--- src/comm_intr_pkg.sv ---
// Constants shared by the communication interrupt controller and its priority selector.
// Notes on behaviour
// - Pending unmasked sources are served one at a time, highest priority first; sources 0, 8, 13 and 19 only when named as top priority.
// - Every acknowledge at the programmed level gets a vector when that level is nonzero, core active or not.
// - Vector is three base bits above five generated source bits.
// - Low codes: port line 0 is 11111, channels 11110 to 11011, error 00000.
// - Serial channel codes stay fixed whatever placement or channel order.
// - Error vector goes out when a raised request was masked and no unmasked source pends.
// - The full eight-bit vector is what the acknowledge cycle returns.
// - Configuration is 24 bits, read/write, zero after reset, changeable live.
// - Configuration fields: slots 23:16, level 15:13, top 12:8, base 7:5, placement 0.
// - Each two-bit slot field routes channel 1 to 4 into that slot.
// - Slot fields take effect as soon as they are rewritten.
// - A masked source raises no request but stays recorded as pending.
// - Level field sets request level; zero disables all requests.
// - Top-priority field names a source served first; 11111 keeps normal order.
// - Until the base bits are written, every vector reads as the uninitialised value.
// - Placement bit: 0 groups channels at the top, 1 spreads them.
`default_nettype none

package comm_intr_pkg;
    localparam int          NUM_SRC       = 32;
    localparam int          CODE_W        = 5;
    localparam int          CFG_W         = 24;
    // Register byte addresses on the register bus.
    localparam logic [4:0]  OFF_CONFIG    = 5'h00;
    localparam logic [4:0]  OFF_PENDING   = 5'h04;
    localparam logic [4:0]  OFF_MASK      = 5'h08;
    localparam logic [4:0]  OFF_IN_SVC    = 5'h0C;
    // Configuration field positions.
    localparam int          SLOT_A_LSB    = 16;
    localparam int          LEVEL_LSB     = 13;
    localparam int          TOP_LSB       = 8;
    localparam int          BASE_LSB      = 5;
    localparam int          PLACE_BIT     = 0;
    localparam logic [23:0] CFG_RESET     = 24'h000000;
    localparam logic [23:0] CFG_WR_MASK   = 24'hFFFFE1;
    // Source codes.
    localparam logic [4:0]  CODE_ERROR    = 5'h00;
    localparam logic [4:0]  CODE_NO_TOP   = 5'h1F;
    localparam logic [4:0]  CODE_CHAN1    = 5'h1E;
    localparam logic [7:0]  UNINIT_VECTOR = 8'h0F;
    localparam logic [2:0]  LEVEL_OFF     = 3'h0;
    // Table positions of slots a..d, grouped and spread.
    localparam logic [19:0] POS_GROUPED   = {5'h1B, 5'h1C, 5'h1D, 5'h1E};
    localparam logic [19:0] POS_SPREAD    = {5'h08, 5'h0D, 5'h13, 5'h1E};
endpackage : comm_intr_pkg

`default_nettype wire

--- src/prio_sel_if.sv ---
// Carrier between the controller registers and the priority selector.
`default_nettype none

interface prio_sel_if;
    logic [31:0] pending;
    logic [31:0] mask;
    logic [31:0] in_service;
    logic [23:0] cfg;
    logic        found;
    logic [4:0]  code;

    modport sel (input pending, input mask, input in_service, input cfg,
                 output found, output code);
    modport ctl (output pending, output mask, output in_service, output cfg,
                 input found, input code);
endinterface : prio_sel_if

`default_nettype wire

--- src/comm_intr_ctrl.sv ---
// Communication interrupt controller: registers, acknowledge handling and vector output.
`default_nettype none

module comm_intr_ctrl #(
    parameter int NUM_SRC = 32
) (
    input  wire logic        clk_sys_i,
    input  wire logic        srst_i,
    input  wire logic        ce_i,
    input  wire logic [4:0]  avs_address_i,
    input  wire logic        avs_read_i,
    input  wire logic        avs_write_i,
    input  wire logic [31:0] avs_writedata_i,
    input  wire logic [3:0]  avs_byteenable_i,
    output var  logic [31:0] avs_readdata_o,
    output var  logic        avs_waitrequest_o,
    input  wire logic [31:0] src_event_i,
    input  wire logic        iack_i,
    input  wire logic [2:0]  iack_level_i,
    output var  logic [2:0]  irq_level_o,
    output var  logic [7:0]  vector_o,
    output var  logic        vector_valid_o
);
    // ==================================================================
    // Elaboration checks
    // ==================================================================
    generate
        if (NUM_SRC != comm_intr_pkg::NUM_SRC) begin : g_bad_num
            $error("comm_intr_ctrl serves exactly 32 sources");
        end
    endgenerate

    // ==================================================================
    // State
    // ==================================================================
    typedef struct packed {
        logic [23:0] cfg;
        logic        base_written;
        logic [31:0] pending;
        logic [31:0] mask;
        logic [31:0] in_service;
        logic        wait_req;
        logic [31:0] rdata;
        logic [2:0]  irq_level;
        logic [7:0]  vector;
        logic        vector_valid;
    } state_t;

    state_t s;
    state_t next_s;

    prio_sel_if ps ();

    comm_intr_prio_sel u_sel (
        .ps (ps)
    );

    assign ps.pending    = s.pending;
    assign ps.mask       = s.mask;
    assign ps.in_service = s.in_service;
    assign ps.cfg        = s.cfg;

    function automatic logic [31:0] lane_mask(input logic [3:0] be);
        logic [31:0] m;
        for (int b = 0; b < 4; b++) begin
            m[b*8 +: 8] = {8{be[b]}};
        end
        return m;
    endfunction : lane_mask

    function automatic logic [31:0] one_hot(input logic [4:0] code);
        return 32'h00000001 << code;
    endfunction : one_hot

    // ==================================================================
    // Next-state logic
    // ==================================================================
    logic [2:0]  level;
    logic        take;
    logic        bus_commit;
    logic [31:0] wmask;
    logic [31:0] w1c;

    always_comb begin
        logic [31:0] ack_hot;
        logic [23:0] cfg_m;
        next_s     = s;
        ack_hot    = 32'h00000000;
        cfg_m      = 24'h000000;
        level      = s.cfg[comm_intr_pkg::LEVEL_LSB +: 3];
        take       = iack_i && level != comm_intr_pkg::LEVEL_OFF && iack_level_i == level;
        bus_commit = avs_write_i && !s.wait_req;
        wmask      = lane_mask(avs_byteenable_i);
        w1c        = avs_writedata_i & wmask;
        next_s.vector_valid = 1'b0;

        // One wait cycle, then the answer; a held request is never taken twice.
        if ((avs_read_i || avs_write_i) && s.wait_req) begin
            next_s.wait_req = 1'b0;
            case (avs_address_i)
                comm_intr_pkg::OFF_CONFIG:  next_s.rdata = {8'h00, s.cfg};
                comm_intr_pkg::OFF_PENDING: next_s.rdata = s.pending;
                comm_intr_pkg::OFF_MASK:    next_s.rdata = s.mask;
                comm_intr_pkg::OFF_IN_SVC:  next_s.rdata = s.in_service;
                default:                    next_s.rdata = 32'h00000000;
            endcase
        end else begin
            next_s.wait_req = 1'b1;
        end

        if (take) begin
            next_s.vector_valid = 1'b1;
            // vector assembly, error code when nothing qualifies
            next_s.vector = {s.cfg[comm_intr_pkg::BASE_LSB +: 3],
                             ps.found ? ps.code : comm_intr_pkg::CODE_ERROR};
            if (!s.base_written) begin
                next_s.vector = comm_intr_pkg::UNINIT_VECTOR;
            end
            if (ps.found) begin
                ack_hot = one_hot(ps.code);
            end
        end

        // Hardware sets win over software clears in the same cycle.
        if (bus_commit && avs_address_i == comm_intr_pkg::OFF_PENDING) begin
            next_s.pending = s.pending & ~w1c;
        end
        next_s.pending = (next_s.pending & ~ack_hot) | src_event_i;
        if (bus_commit && avs_address_i == comm_intr_pkg::OFF_IN_SVC) begin
            next_s.in_service = s.in_service & ~w1c;
        end
        next_s.in_service = next_s.in_service | ack_hot;
        if (bus_commit && avs_address_i == comm_intr_pkg::OFF_MASK) begin
            next_s.mask = (s.mask & ~wmask) | w1c;
        end
        // live configuration writes, reserved bits held at zero
        if (bus_commit && avs_address_i == comm_intr_pkg::OFF_CONFIG) begin
            cfg_m      = wmask[23:0] & comm_intr_pkg::CFG_WR_MASK;
            next_s.cfg = (s.cfg & ~cfg_m) | (avs_writedata_i[23:0] & cfg_m);
            if (avs_byteenable_i[0]) begin
                next_s.base_written = 1'b1;
            end
        end

        // request only for an unmasked winner at a nonzero level
        next_s.irq_level = ps.found ? level : comm_intr_pkg::LEVEL_OFF;
    end

    always_ff @(posedge clk_sys_i) begin
        if (srst_i) begin
            s              <= '0;
            s.cfg          <= comm_intr_pkg::CFG_RESET;
            s.wait_req     <= 1'b1;
        end else if (ce_i) begin
            s <= next_s;
        end
    end

    assign avs_readdata_o    = s.rdata;
    assign avs_waitrequest_o = s.wait_req;
    assign irq_level_o       = s.irq_level;
    assign vector_o          = s.vector;
    assign vector_valid_o    = s.vector_valid;

    logic [4:0] top_src;
    assign top_src = s.cfg[comm_intr_pkg::TOP_LSB +: 5];
endmodule : comm_intr_ctrl

`default_nettype wire

--- src/comm_intr_prio_sel.sv ---
// Combinational priority selection of the winning interrupt source.
`default_nettype none

module comm_intr_prio_sel (
    prio_sel_if.sel ps
);
    // ==================================================================
    // Mapping between source numbers and table positions
    // ==================================================================
    function automatic logic [4:0] slot_pos(input int k, input logic [23:0] cfg);
        logic [19:0] tbl;
        tbl = cfg[comm_intr_pkg::PLACE_BIT] ? comm_intr_pkg::POS_SPREAD
                                            : comm_intr_pkg::POS_GROUPED;
        return tbl[k*5 +: 5];
    endfunction : slot_pos

    function automatic logic [4:0] slot_src(input int k, input logic [23:0] cfg);
        logic [1:0] sel;
        sel = cfg[comm_intr_pkg::SLOT_A_LSB + 2*k +: 2];
        return comm_intr_pkg::CODE_CHAN1 - {3'h0, sel};
    endfunction : slot_src

    function automatic logic [31:0] to_pos(input logic [31:0] by_num,
                                           input logic [23:0] cfg);
        logic [31:0] r;
        r = by_num;
        for (int k = 0; k < 4; k++) begin
            r[comm_intr_pkg::POS_GROUPED[k*5 +: 5]] = 1'b0;
            r[comm_intr_pkg::POS_SPREAD[k*5 +: 5]]  = 1'b0;
        end
        for (int k = 0; k < 4; k++) begin
            r[slot_pos(k, cfg)] = r[slot_pos(k, cfg)] | by_num[slot_src(k, cfg)];
        end
        return r;
    endfunction : to_pos

    // ==================================================================
    // Selection
    // ==================================================================
    logic [31:0] want_num;
    logic [31:0] want_pos;
    logic [31:0] svc_pos;
    logic [4:0]  top;

    always_comb begin
        logic blocked;
        logic [4:0] num;
        blocked   = 1'b0;
        num       = comm_intr_pkg::CODE_ERROR;
        want_num  = ps.pending & ps.mask;
        want_pos  = to_pos(want_num, ps.cfg);
        svc_pos   = to_pos(ps.in_service, ps.cfg);
        top       = ps.cfg[comm_intr_pkg::TOP_LSB +: 5];
        ps.found  = 1'b0;
        ps.code   = comm_intr_pkg::CODE_ERROR;
        for (int p = 31; p >= 1; p--) begin
            blocked = blocked | svc_pos[p];
            if (!ps.found && !blocked && want_pos[p]) begin
                ps.found = 1'b1;
                num      = 5'(p);
                for (int k = 0; k < 4; k++) begin
                    if (slot_pos(k, ps.cfg) == 5'(p)) begin
                        num = slot_src(k, ps.cfg);
                    end
                end
                ps.code = num;
            end
        end
        if (top != comm_intr_pkg::CODE_NO_TOP && want_num[top] && !ps.in_service[top]) begin
            ps.found = 1'b1;
            ps.code  = top;
        end
    end
endmodule : comm_intr_prio_sel

`default_nettype wire

--- config.mk ---
export PLATFORM = sky130hd
export DESIGN_NAME = comm_intr_ctrl
export DESIGN_NICKNAME = d
export VERILOG_FILES = /design/src/comm_intr_pkg.sv /design/src/prio_sel_if.sv /design/src/comm_intr_ctrl.sv /design/src/comm_intr_prio_sel.sv
export SDC_FILE = /design/constraint.sdc
export NUM_CORES = 1
export LEC_CHECK = 0
export BUFFER_PORTS_ARGS = -buffer_cell sky130_fd_sc_hd__buf_2
export CORE_MARGIN = 5
export CORE_UTILIZATION = 45
export DETAILED_ROUTE_END_ITERATION = 8
export GPL_TIMING_DRIVEN = 0
export SETUP_SLACK_MARGIN = 0.4
export SLEW_MARGIN = 40
export SYNTH_ARGS = -nofsm -noshare
export SYNTH_HDL_FRONTEND = slang
export SYNTH_HIERARCHICAL = 1
export SYNTH_SLANG_ARGS = --single-unit
--- constraint.sdc ---
create_clock -name clk_sys_i -period 4.61 [get_ports clk_sys_i]
set_input_delay 0.922 -clock clk_sys_i [delete_from_list [all_inputs] [get_ports clk_sys_i]]
set_output_delay 0.922 -clock clk_sys_i [all_outputs]
set_load 0.02 [all_outputs]
==> metrics.md <==
| Metric | Value |
|---|---|
| DR vias | `9838` |
| Max stage delay on crit path | `0.62 ns` |
| CP Cell Sequence | `ha_4, buf_6, o21ai_0, mux4_2, nand2_4, a32oi_4, or4_4, o21ai_1, a32oi_1, clkdlybuf4s15_2, buf_4, nor2_4, nand4_1, a22o_1` |
| Syn avg cell area | `8.72 um2` |
| Num CTS Buffers | `17` |
| Dpl ws | `-0.853 ns` |
| Status | `finished clean` |
| LEAKAGE | `0.00473 uW` |
| Slew margin rel. | `0.387` |
| Multi-input gate area in the final layout | `5860 um2` |
| Crit-path slowest cell | `or4_4` |
| Fmax | `239 MHz` |
| RSZ-0062 raised after global routing | `false` |
| Nets | `1356` |
| YS warnings | `6` |
| Worst Hold Class | `reg -> reg` |
| Critical path peak fanout | `10` |
| Cell count of the worst reg-to-reg path | `14` |
| I/O pin total | `127` |
| Gate count of the mapped netlist | `1100` |
| WS Path Type | `reg -> reg` |
| Clk slew on worst S/H paths | `0.07 ns` |
| Sink Count | `162` |
| Share of cells above drive strength 1 | `0.289` |
| Final Slew Violations | `0` |
| I/O Buffers | `121` |
| DRT Wirelength | `37200 um` |
| GR Overflow Total | `0` |
| Final WS setup | `0.429 ns` |
| Placer Congestion | `0.958` |
| Delay-heaviest family, CP | `simple AND/OR/NAND/NOR gates` |
| Hold Slack | `0.474 ns` |
| Worst-case clock buffer depth | `2` |
| Synthesized cell area | `9600 um2` |
| Setup-failing EPs final | `0` |
| # DRC | `0` |
| Root Buffer | `clkbuf_16` |
| Hold path depth | `2` |
| Dpl hpwl | `28200 um` |
| Critical Path RT | `4.95 ns` |
| WL/cell | `23.9 um` |
| Core area | `21000 um2` |
| Die Width | `156 um` |
| Period minus WS final | `4.18 ns` |
| Tightest Pin Transition | `0.919 ns` |
| PD cells | `265 nW/um2` |
| Final ANT Viol Nets | `0` |
| DR vias/cell | `6.31` |
| Critical path startpoint category | `flip-flop` |
| MaxCap Viol Count | `0` |
| Diode count | `0` |
| Net Count, Synth | `1186` |
| Number of global-route vias before repair | `9209` |
| Row count | `53` |
| Fillers | `1985` |
| Clock Latency Late Sink | `0.44 ns` |
| Fin. Hold Viols | `0` |
| Min-delay src | `irq_level_o[1]$_SDFFE_PP0P_` |
| FF/Latch Area | `3260 um2` |
| Final period util | `0.907` |
| VDD IR-drop max | `0.000242 V` |
| DIE AREA | `24300 um2` |
| Worst Hold End | `irq_level_o[1]$_SDFFE_PP0P_` |
| H-tree depth | `4` |
| Die Y-Extent | `156 um` |
| Area Growth Syn to Fin | `22.0%` |
| First-pass iteration count of the detailed router | `5` |
| Initial Util | `0.456` |
| Largest net degree at the start of global routing | `18` |
| CP endpoint kind | `flip-flop` |
| GRT Total Usage | `0.298` |
| Buf/Inv on CP | `3` |
| Worst R2R End | `ps.pending[22]$_SDFFE_PP0P_` |
| TritonCTS clock tree | `yes` |
| Initial DRC Count | `1221` |
| Worst EP arrival | `4.52 ns` |
| Reg2Reg Setup Slack | `0.43 ns` |
| Worst Skew | `0.0132 ns` |
| Antenna violations before repair | `0` |
| First-pass GRT wire length | `55800 um` |
## layer usage
| metal | vias to the layer above | wire length (um) | GRT usage |
|---|---|---|---|
| met1 | 4758 | 15800 | 0.412 |
| li1 | 4472 | - | - |
| met5 | - | 0 | 0 |
| met4 | 0 | 1190 | 0.107 |
| met3 | 76 | 3160 | 0.0474 |
| met2 | 532 | 17100 | 0.474 |
## worst max-delay path by stage
stage	startpoint	endpoint	slack (ns)	cells after the start
after floorplan	flip-flop	ps.pending[9]$_SDFFE_PP0P_	0.64	14
after global routing	flip-flop	ps.pending[25]$_SDFFE_PP0P_	0.37	16
after detailed placement	flip-flop	ps.pending[20]$_SDFFE_PP0P_	-0.85	14
after CTS	flip-flop	ps.pending[9]$_SDFFE_PP0P_	0.38	14
final	flip-flop	ps.pending[22]$_SDFFE_PP0P_	0.43	14
after global placement	flip-flop	ps.pending[20]$_SDFFE_PP0P_	-0.89	14
## final cells by class
type | instances | area share
buffer | 119 | 0.0575
clock buffer | 18 | 0.0375
clock inverter | 14 | 0.0118
inverter | 42 | 0.0135
multi-input combinational | 777 | 0.500
sequential | 162 | 0.279
tap | 275 | 0.0294
timing repair buffer | 151 | 0.0713
## through the flow
step	utilization	TNS, ns	area (um2)	power, uW	std cells
CTS	0.546	0	11500	3100	1546
global placement	0.502	-31.55	10500	1710	1496
global route	0.557	0	11700	3190	1558
floorplan	-	0	9600	1590	1100
finish	0.557	0	11700	3100	1558
detailed placement	0.502	-28.80	10600	1710	1496
## timing repair
action,4_1_cts,5_1_grt
setup buffers,18,11
setup endpoints to repair,69,65
pin swaps,8,18
hold buffers,0,0
gates resized for setup,54,45
gates cloned,0,1
## power by group
| part | total [uW] | switching (uW) | internal (uW) |
|---|---|---|---|
| clock | 1420 | 685 | 732 |
| combinational | 235 | 149 | 85.8 |
| sequential | 1450 | 25.5 | 1420 |
## worst min-delay path, stage by stage (launching register included)
cell	delay, ns
dfxtp_1	0.31
nand2b_1	0.06
a21oi_1	0.05
## layout by cell type (no fill, tap or decap), types with 45 or more instances in the layout
cell type  instances
a21oi_1           72
a22oi_1           45
buf_2            134
buf_4             78
clkbuf_1          47
dfxtp_1          153
mux2i_1           56
nand2_1           77
nor2_1           103
o21ai_0           55
Note: power is estimated with default switching activity, not from simulation.
